<file path="config.mk">
export PLATFORM = sky130hd
export DESIGN_NAME = pia_arbiter
export DESIGN_NICKNAME = d
export VERILOG_FILES = /design/src/hdl/pia_pkg.sv /design/src/hdl/pia_lowest_enc.sv /design/src/hdl/pia_arbiter.sv
export SDC_FILE = /design/constraint.sdc
export NUM_CORES = 1
export LEC_CHECK = 0
export ABC_AREA = 1
export ABC_CLOCK_PERIOD_IN_PS = 7710
export CAP_MARGIN = 5
export CORE_ASPECT_RATIO = 0.8
export CORE_UTILIZATION = 35
export CTS_CLUSTER_SIZE = 28
export DETAILED_ROUTE_END_ITERATION = 8
export DONT_BUFFER_PORTS = 1
export PLACE_DENSITY_LB_ADDON = 0.2
export SLEW_MARGIN = 20
export SYNTH_ARGS = -nofsm -noshare
export SYNTH_HDL_FRONTEND = slang
export SYNTH_SLANG_ARGS = --single-unit
</file>
<file path="constraint.sdc">
create_clock -name pclk -period 7.71 [get_ports pclk]
set_clock_uncertainty 0.1 [all_clocks]
set_input_delay 1.542 -clock pclk [delete_from_list [all_inputs] [get_ports pclk]]
set_output_delay 1.542 -clock pclk [all_outputs]
set_load 0.005 [all_outputs]
</file>
<file path="src/hdl/pia_pkg.sv">
`default_nettype none
// ************************************************************
// Constants of the priority interrupt arbiter
// ************************************************************
package pia_pkg;
  localparam int          NUM_SRC       = 64;
  localparam int          SRC_W         = 6;
  localparam int          ADDR_W        = 21;
  localparam int          BASE_W        = 15;
  // Register indices; byte address is four times the index
  localparam logic [6:0]  IDX_PRIO_0    = 7'h00;
  localparam logic [6:0]  IDX_PRIO_7    = 7'h17;
  localparam logic [6:0]  IDX_VBASE     = 7'h07;
  localparam logic [6:0]  IDX_FMATCH0   = 7'h08;
  localparam logic [6:0]  IDX_FVLOW0    = 7'h09;
  localparam logic [6:0]  IDX_FVHIGH0   = 7'h0a;
  localparam logic [6:0]  IDX_FMATCH1   = 7'h0b;
  localparam logic [6:0]  IDX_FVLOW1    = 7'h0c;
  localparam logic [6:0]  IDX_FVHIGH1   = 7'h0d;
  localparam logic [6:0]  IDX_PEND_0    = 7'h0e;
  localparam logic [6:0]  IDX_PEND_3    = 7'h11;
  localparam logic [6:0]  IDX_CTRL      = 7'h16;
  localparam logic [6:0]  IDX_ISTAT     = 7'h18;
  localparam logic [6:0]  IDX_IMASK     = 7'h19;
  // Control register field positions
  localparam int          CTRL_LVL_LSB  = 0;
  localparam int          CTRL_VALID    = 2;
  localparam int          CTRL_FAST     = 3;
  localparam int          CTRL_LOWPWR   = 4;
  // Interrupt status bits
  localparam int          ST_WAKE       = 0;
  localparam int          ST_FAST       = 1;
  // Reset values
  localparam logic [15:0] VBASE_RST     = 16'h0000;
  localparam logic [ADDR_W-1:0] BOOT_ADDR = 21'h000000;
  // Sources whose field encodes levels 1 to 3; all others 0 to 2
  localparam logic [63:0] HI_RANGE_SRC  = 64'h0000_0000_0000_00ff;
endpackage : pia_pkg
`default_nettype wire

</file>
<file path="src/hdl/pia_lowest_enc.sv">
`default_nettype none
// ************************************************************
// Lowest-index request finder
// ************************************************************
module pia_lowest_enc #(
  parameter int N = 64,
  parameter int W = 6
) (
  input  wire logic [N-1:0] req,
  output logic              found,
  output logic [W-1:0]      idx
);
  // Scan from the top so the lowest set index is kept last
  always_comb
  begin
    found = 1'b0;
    idx   = '0;
    for (int i = N - 1; i >= 0; i--)
    begin
      if (req[i])
      begin
        found = 1'b1;
        idx   = W'(i);
      end
    end
  end
endmodule : pia_lowest_enc
`default_nettype wire

</file>
<file path="src/hdl/pia_arbiter.sv">
`default_nettype none
// Notes on behaviour
// - Sixty-four sources, each programmable to off or to one of three of the four levels.
// - Within a level the lowest source number wins; 0 highest, 63 lowest.
// - Core is told a request is pending and given its service address.
// - Normal vector address is vector base concatenated with source number.
// - A request above the level being serviced may still be presented.
// - Presented-level field: 00 none, 01 level 0, 10 level 1, 11 level 2/3.
// - Level 2 winner matching a fast match value uses that fast vector pair.
// - Fast interrupts are recognised here, before the core fetches.
// - In wait or stop a pending request asks for clocks back.
// - Only sources enabled at wait or stop entry may wake.
// - Normal mode after reset; initial fetch address driven after reset.
// - Register slave on the peripheral bus at base plus offset.
// - Levels 1-3 fields: 00 off, 01 one, 10 two, 11 three.
// - Levels 0-2 fields: 00 off, 01 zero, 10 one, 11 two.
module pia_arbiter (
  input  wire logic        pclk,
  input  wire logic        presetn,
  input  wire logic        psel,
  input  wire logic        penable,
  input  wire logic        pwrite,
  input  wire logic [11:0] paddr,
  input  wire logic [31:0] pwdata,
  output logic [31:0]      prdata,
  output logic             pready,
  output logic             pslverr,
  input  wire logic [63:0] irq_src,
  input  wire logic        core_irq_ack,
  input  wire logic        core_irq_done,
  input  wire logic        low_power,
  output logic             core_irq_valid,
  output logic [1:0]       presented_level,
  output logic [20:0]      vector_addr,
  output logic             fast_sel,
  output logic             boot_addr_valid,
  output logic             wake_req,
  output logic             irq_out
);
  // ************************************************************
  // Register storage
  // ************************************************************
  logic [15:0] prio_reg [8];
  logic [15:0] vector_base_reg;
  logic [15:0] fast_match_zero_reg;
  logic [15:0] fast_match_one_reg;
  logic [15:0] fast_vector_low_reg [2];
  logic [15:0] fast_vector_high_reg [2];
  logic [1:0]  istat_reg;
  logic [1:0]  imask_reg;
  logic [1:0]  serviced_reg;
  logic [63:0] wake_en_reg;
  logic        low_power_reg;
  logic [31:0] prdata_reg;
  logic        pready_reg;
  logic        pslverr_reg;
  logic        valid_reg;
  logic [1:0]  level_reg;
  logic [20:0] vector_reg;
  logic        fast_reg;
  logic        boot_reg;
  logic        wake_reg;
  logic        irq_reg;

  // ************************************************************
  // Per-source level decode
  // ************************************************************
  logic [63:0] src_on;
  logic [63:0] lvl_req [4];
  logic [3:0]  lvl_found;
  logic [5:0]  lvl_idx [4];

  // Field to level; 00 disables the source without touching its request
  always_comb
  begin
    logic [1:0] fld;
    logic [1:0] lvl;
    fld = 2'h0;
    lvl = 2'h0;
    for (int l = 0; l < 4; l++)
      lvl_req[l] = 64'h0;
    for (int s = 0; s < pia_pkg::NUM_SRC; s++)
    begin
      fld       = prio_reg[s / 8][2 * (s % 8) +: 2];
      src_on[s] = (fld != 2'h0);
      lvl       = pia_pkg::HI_RANGE_SRC[s] ? fld : 2'(fld - 2'h1);
      if (src_on[s] && irq_src[s])
        lvl_req[lvl][s] = 1'b1;
    end
  end

  // One lowest-number finder per level
  for (genvar g = 0; g < 4; g++)
  begin : g_enc
    pia_lowest_enc #(.N(pia_pkg::NUM_SRC), .W(pia_pkg::SRC_W)) u_enc (
      .req   (lvl_req[g]),
      .found (lvl_found[g]),
      .idx   (lvl_idx[g])
    );
  end

  // ************************************************************
  // Arbitration between levels and vector choice
  // ************************************************************
  logic       top_found;
  logic [1:0] top_lvl;
  logic [5:0] top_idx;
  logic       nest_ok;
  logic       fast0_hit;
  logic       fast1_hit;
  logic [1:0] code_next;

  // Highest pending level wins
  always_comb
  begin
    top_found = 1'b0;
    top_lvl   = 2'h0;
    for (int l = 0; l < 4; l++)
    begin
      if (lvl_found[l])
      begin
        top_found = 1'b1;
        top_lvl   = 2'(l);
      end
    end
    top_idx = lvl_idx[top_lvl];
  end

  // Nesting: must reach the minimum level that the shown code allows
  assign nest_ok   = top_found && (top_lvl >= serviced_reg);
  assign fast0_hit = (top_lvl == 2'h2) && (top_idx == fast_match_zero_reg[5:0]);
  assign fast1_hit = (top_lvl == 2'h2) && (top_idx == fast_match_one_reg[5:0]);
  assign code_next = !nest_ok ? 2'h0 : (top_lvl == 2'h3) ? 2'h3 : 2'(top_lvl + 2'h1);

  // Presentation to the core; valid, code and fast flag refreshed every cycle, vector kept when nothing is shown
  always_ff @(posedge pclk or negedge presetn)
  begin
    if (!presetn)
    begin
      valid_reg  <= 1'b0;
      level_reg  <= 2'h0;
      vector_reg <= pia_pkg::BOOT_ADDR;
      fast_reg   <= 1'b0;
      boot_reg   <= 1'b1;
    end
    else
    begin
      boot_reg  <= 1'b0;
      valid_reg <= nest_ok;
      level_reg <= code_next;
      fast_reg  <= nest_ok && (fast0_hit || fast1_hit);
      if (nest_ok)
      begin
        if (fast0_hit)
          vector_reg <= {fast_vector_high_reg[0][4:0], fast_vector_low_reg[0]};
        else if (fast1_hit)
          vector_reg <= {fast_vector_high_reg[1][4:0], fast_vector_low_reg[1]};
        else
          vector_reg <= {vector_base_reg[14:0], top_idx};
      end
    end
  end

  // Level being serviced: taken on acknowledge, dropped on return
  always_ff @(posedge pclk or negedge presetn)
  begin
    if (!presetn)
      serviced_reg <= 2'h0;
    else if (core_irq_ack && valid_reg)
      serviced_reg <= level_reg;
    else if (core_irq_done)
      serviced_reg <= 2'h0;
  end

  // ************************************************************
  // Wait and stop wake-up
  // ************************************************************
  // Enables are frozen on entry; later disables still block
  always_ff @(posedge pclk or negedge presetn)
  begin
    if (!presetn)
    begin
      low_power_reg <= 1'b0;
      wake_en_reg   <= 64'h0;
      wake_reg      <= 1'b0;
    end
    else
    begin
      low_power_reg <= low_power;
      if (low_power && !low_power_reg)
        wake_en_reg <= src_on;
      wake_reg <= low_power && low_power_reg
                  && |(irq_src & wake_en_reg & src_on);
    end
  end

  // ************************************************************
  // APB slave
  // ************************************************************
  logic       acc_done;
  logic [6:0] idx;
  logic       wr_en;
  logic       rd_en;
  logic       mapped;
  logic [1:0] ev_set;

  assign acc_done = psel && penable && pready_reg;
  assign idx      = paddr[8:2];
  assign wr_en    = acc_done && pwrite;
  assign rd_en    = acc_done && !pwrite;
  assign mapped   = (paddr[11:9] == 3'h0) && (paddr[1:0] == 2'h0)
                    && ((idx <= pia_pkg::IDX_PEND_3) || (idx == pia_pkg::IDX_CTRL)
                    || (idx >= pia_pkg::IDX_PRIO_7 && idx <= pia_pkg::IDX_IMASK));

  // Read mux
  function automatic logic [31:0] pia_read(input logic [6:0] a);
    logic [31:0] d;
    d = 32'h0;
    if (a < pia_pkg::IDX_VBASE)
      d[15:0] = prio_reg[a[2:0]];
    unique case (a)
      pia_pkg::IDX_PRIO_7:   d[15:0] = prio_reg[7];
      pia_pkg::IDX_VBASE:    d[15:0] = vector_base_reg;
      pia_pkg::IDX_FMATCH0:  d[15:0] = fast_match_zero_reg;
      pia_pkg::IDX_FVLOW0:   d[15:0] = fast_vector_low_reg[0];
      pia_pkg::IDX_FVHIGH0:  d[15:0] = fast_vector_high_reg[0];
      pia_pkg::IDX_FMATCH1:  d[15:0] = fast_match_one_reg;
      pia_pkg::IDX_FVLOW1:   d[15:0] = fast_vector_low_reg[1];
      pia_pkg::IDX_FVHIGH1:  d[15:0] = fast_vector_high_reg[1];
      pia_pkg::IDX_CTRL:
      begin
        d[pia_pkg::CTRL_LVL_LSB +: 2] = level_reg;
        d[pia_pkg::CTRL_VALID]        = valid_reg;
        d[pia_pkg::CTRL_FAST]         = fast_reg;
        d[pia_pkg::CTRL_LOWPWR]       = low_power_reg;
      end
      pia_pkg::IDX_ISTAT:    d[1:0] = istat_reg;
      pia_pkg::IDX_IMASK:    d[1:0] = imask_reg;
      default:
        if (a >= pia_pkg::IDX_PEND_0 && a <= pia_pkg::IDX_PEND_3)
          d[15:0] = irq_src[16 * 2'(a - pia_pkg::IDX_PEND_0) +: 16];
    endcase
    return d;
  endfunction : pia_read

  // One wait state; answer and data come from flops
  always_ff @(posedge pclk or negedge presetn)
  begin
    if (!presetn)
    begin
      pready_reg  <= 1'b0;
      pslverr_reg <= 1'b0;
      prdata_reg  <= 32'h0;
    end
    else
    begin
      pready_reg  <= psel && penable && !pready_reg;
      pslverr_reg <= psel && penable && !pready_reg && !mapped;
      if (psel && penable && !pready_reg)
        prdata_reg <= (mapped && !pwrite) ? pia_read(idx) : 32'h0;
    end
  end

  // Software-written configuration
  always_ff @(posedge pclk or negedge presetn)
  begin
    if (!presetn)
    begin
      for (int i = 0; i < 8; i++)
        prio_reg[i] <= 16'h0000;
      vector_base_reg     <= pia_pkg::VBASE_RST;
      fast_match_zero_reg <= 16'h0000;
      fast_match_one_reg  <= 16'h0000;
      fast_vector_low_reg[0]  <= 16'h0000;
      fast_vector_low_reg[1]  <= 16'h0000;
      fast_vector_high_reg[0] <= 16'h0000;
      fast_vector_high_reg[1] <= 16'h0000;
      imask_reg <= 2'h0;
    end
    else if (wr_en && mapped)
    begin
      if (idx < pia_pkg::IDX_VBASE)
        prio_reg[idx[2:0]] <= pwdata[15:0];
      unique case (idx)
        pia_pkg::IDX_PRIO_7:   prio_reg[7]             <= pwdata[15:0];
        pia_pkg::IDX_VBASE:    vector_base_reg         <= pwdata[15:0];
        pia_pkg::IDX_FMATCH0:  fast_match_zero_reg     <= pwdata[15:0];
        pia_pkg::IDX_FVLOW0:   fast_vector_low_reg[0]  <= pwdata[15:0];
        pia_pkg::IDX_FVHIGH0:  fast_vector_high_reg[0] <= pwdata[15:0];
        pia_pkg::IDX_FMATCH1:  fast_match_one_reg      <= pwdata[15:0];
        pia_pkg::IDX_FVLOW1:   fast_vector_low_reg[1]  <= pwdata[15:0];
        pia_pkg::IDX_FVHIGH1:  fast_vector_high_reg[1] <= pwdata[15:0];
        pia_pkg::IDX_IMASK:    imask_reg               <= pwdata[1:0];
        default: ;
      endcase
    end
  end

  // ************************************************************
  // Interrupt status, mask and output
  // ************************************************************
  assign ev_set[pia_pkg::ST_WAKE] = wake_reg;
  assign ev_set[pia_pkg::ST_FAST] = fast_reg;

  // Sticky events; read clears, a new event in the same cycle wins
  always_ff @(posedge pclk or negedge presetn)
  begin
    if (!presetn)
    begin
      istat_reg <= 2'h0;
      irq_reg   <= 1'b0;
    end
    else
    begin
      if (rd_en && mapped && idx == pia_pkg::IDX_ISTAT)
        istat_reg <= ev_set;
      else
        istat_reg <= istat_reg | ev_set;
      irq_reg <= |(istat_reg & imask_reg);
    end
  end

  assign prdata          = prdata_reg;
  assign pready          = pready_reg;
  assign pslverr         = pslverr_reg;
  assign core_irq_valid  = valid_reg;
  assign presented_level = level_reg;
  assign vector_addr     = vector_reg;
  assign fast_sel        = fast_reg;
  assign boot_addr_valid = boot_reg;
  assign wake_req        = wake_reg;
  assign irq_out         = irq_reg;
endmodule : pia_arbiter
`default_nettype wire

</file>
==> impl_metrics.toml <==
[clocking]
clk_pin_slew_ps = 50
cts_max_path_buffers = 3
cts-root-buf = "clkbuf_16"
cts_sinks = 357
post_cts_resized = 0
post_cts_buffers = 0
cts_tree = "built"
insertion_delay_ps = 580
cts-htree-levels = 2
cts_hold_buf = 0
cts_buffers = 40

[critical_path]
cp.arrival_ps = 6770
start_kind = "primary input"
worstPathCellList = "inv_1 -> nor3_1 -> inv_1 -> nand3_1 -> inv_1 -> nand4_1 -> nor3_1 -> nand3_1 -> o21ai_0 -> nor2_1 -> buf_4 -> a221o_1 -> a21oi_1 -> o211ai_1 -> nor2_1 -> o221ai_1 -> a21oi_1 -> o21ai_0 -> a21oi_1 -> nand3_2 -> nand2_1 -> nand3_1 -> nand2_1 -> nand2_1"
cp.required_ps = 8050
crit_path_end_kind = "register"
worst-path-buf-inv = 4
critical_path.top_delay_family = "simple AND/OR/NAND/NOR gates"
worstPathMaxFanout = 22
cpPeakStageDelay_ps = 650
crit_type = "primary input to register"
slowest_stage = "nor3_1"
rrSetupSlack_ps = 1790

[power]
p_sw_w = 0.001023
p_per_area_nw_per_um2 = 184.1
power_frac_comb_pct = 5.8
p_int_w = 0.003052
p_leak_nw = 10.28
seqPwrFrac_pct = 47.6
finalPower_w = 0.004075
switching_share_pct = 25.10
p_clk_share_pct = 46.6
max-vdd-ir-drop_v = 0.0001482

[global_routing]
grt_pass1_vias = 19160
track_usage_pct = 29.73
antenna_found_initial = 6
grt_max_degree = 358
grt_first_pass_wirelength_um = 129100
overflow = 0

[die]
rows = 78
dieArea_um2 = 58920
die-height_um = 217.3
io_pins = 178
core_area_um2 = 56990
start_util_pct = 35.59
dieWidth_um = 271.1

[sta]
hold_viol_final = 0
clock.fmax_mhz = 155.5
post-route-min-period_ps = 6430
setup_tns_ps = 0
rsz0062_at_grt = "no"
tightest_slew_ps = 1274
finalSetupViolations = 0
slew_headroom_pct = 12.88
slew_viol_final = 0
post-route-period-util_pct = 83.40

[synthesis]
avgSynthCellArea_um2 = 7.200
synth_seq_cells = 357
netlist_area_um2 = 20280
ys_types = 47
synth-seq-area-share_pct = 44.05
synthFlopType = "dfrtp_1"
synth-edff-count = 0
yosys_warnings = 0
synth-async-reset-ratio_pct = 100.0
postSynthCellCount = 2817

[detailed_routing]
via_per_inst = 5.726
drc = 0
final_antenna_net_count = 0
vias = 20290
wirelength_um = 87630
dr.pass1.iters = 5
dr.first_iter.drc_count = 2404
drt-wirelength-per-cell_um = 24.73

[finish]
largest_register_ff_count = 128
drive_above_1_share_pct = 3.845
synthToLayoutAreaGrowth_pct = 9.118
final_nets = 2873

[worst_hold_path]
hp-class = "register to register"

[placed_design]
dp.final_hpwl_um = 64700
gp_congestion = 0.9784
portBuffers = 0

[outcome]
outcome = "complete, no violations"

[job]
cap_violations = 0
[cells in the final DEF, fill, tap and decap left out, types with 22 or more instances in the layout]
cell type	n
nand2_1	727
dfrtp_1	356
nor2_1	326
o21ai_0	306
inv_1	263
nand3_1	223
a21oi_1	85
o22ai_1	67
nor3_1	56
a31oi_1	45
clkbuf_16	41
o211ai_1	38
a221oi_1	38
buf_4	23
a32o_1	22
[routing by layer]
| layer | global-route usage [%] | wire length [µm] | up-vias |
|---|---|---|---|
| li1 | - | - | 9357 |
| met5 | 0 | 0 | - |
| met4 | 7.378 | 2008 | 0 |
| met1 | 42.61 | 39090 | 9893 |
| met3 | 7.900 | 9343 | 108 |
| met2 | 44.22 | 37180 | 935 |
[through the flow]
stage / utilization (%) / std cells / area [µm²] / hold slack [ps] / setup slack (ps)
3_3_place_gp: 36.58 / 3473 / 20850 / 366.5 / 1005
5_1_grt: 38.83 / 3543 / 22130 / 407.9 / 717.0
2_1_floorplan: - / 2833 / 20340 / 353.0 / 2340
6_report: 38.83 / 3544 / 22130 / 383.1 / 1280
4_1_cts: 38.79 / 3543 / 22110 / 388.9 / 1504
3_5_place_dp: 36.58 / 3473 / 20850 / 374.3 / 918.1
[power by group through the flow]
stage / clock network, W / registers, W / logic (W)
finish: 0.00190 / 0.00194 / 0.000238
CTS: 0.00194 / 0.00194 / 0.000231
global route: 0.00200 / 0.00194 / 0.000252
floorplan: 0 / 0.00197 / 0.000139
global placement: 0 / 0.00197 / 0.000227
detailed placement: 0 / 0.00197 / 0.000230
[cell usage after synthesis, types with 10 or more instances]
library cell | number | area (µm²)
o2111ai_1 | 19 | 166.4
nor3_1 | 56 | 280.3
buf_1 | 11 | 41.29
inv_1 | 265 | 994.7
o22ai_1 | 67 | 419.2
nand4_1 | 19 | 118.9
a21oi_1 | 85 | 425.4
dfrtp_1 | 356 | 8909
nand3_1 | 224 | 1121
o211ai_1 | 38 | 285.3
nor2_1 | 328 | 1231
o21ai_0 | 306 | 1531
a221oi_1 | 38 | 332.8
a31oi_1 | 45 | 281.5
a32o_1 | 22 | 220.2
clkbuf_1 | 108 | 405.4
a22o_1 | 10 | 87.58
buf_4 | 17 | 127.6
nand2_1 | 733 | 2751
nor4_1 | 12 | 75.07
[path summary, 6_finish.rpt]
kind / from / end / cells past startpoint
worst max-delay path: irq_src[33] / vector_addr[9]$_DFFE_PN0P_ / 24
worst min-delay path: fast_match_zero_reg[11]$_DFFE_PN0P_ / fast_match_zero_reg[11]$_DFFE_PN0P_ / 2
worst max register to register: prio_reg[41]$_DFFE_PN0P_ / vector_addr[9]$_DFFE_PN0P_ / 22
worst min register to register: fast_match_zero_reg[11]$_DFFE_PN0P_ / fast_match_zero_reg[11]$_DFFE_PN0P_ / 2
max in group asynchronous: presetn / fast_vector_low_reg[22]$_DFFE_PN0P_ / 0
min in group asynchronous: presetn / prio_reg[100]$_DFFE_PN0P_ / 0
[kinds of logic (layout without fill, tap and decap cells)]
group | Yosys count | after routing | synth area share, %
AND/OR/NAND/NOR | 1383 | 1383 | 27.98
AO/OA/AOI/OAI | 660 | 660 | 19.67
buffers and inverters | 412 | 362 | 8.075
flip-flops | 357 | 357 | 44.05
adder cells (fa/ha/maj) | 2 | 2 | 0.1234
XOR/XNOR | 2 | 2 | 0.08638
other | 1 | 18 | 0.01849
[worst reg2reg max path, stage by stage, from the launching register on]
cell,delay [ps]
dfrtp_1,490
nand3_1,170
nand2_1,80
nor2_1,270
nand4_1,290
nor3_1,650
nand3_1,250
o21ai_0,550
nor2_1,130
buf_4,180
a221o_1,400
a21oi_1,190
o211ai_1,100
nor2_1,110
o221ai_1,110
a21oi_1,140
o21ai_0,100
a21oi_1,420
nand3_2,550
nand2_1,230
nand3_1,80
nand2_1,110
nand2_1,60
[layout make-up]
cell class,instances,area [µm²]
Timing Repair Buffer,23,172.7
Clock buffer,58,1160
Inverter,269,1010
Tap cell,760,950.9
Sequential cell,357,8935
Fill cell,5977,34860
Clock inverter,12,101.3
Antenna cell,1,2.502
Multi-Input combinational cell,2064,9799
(Power assumes the default switching activity.)
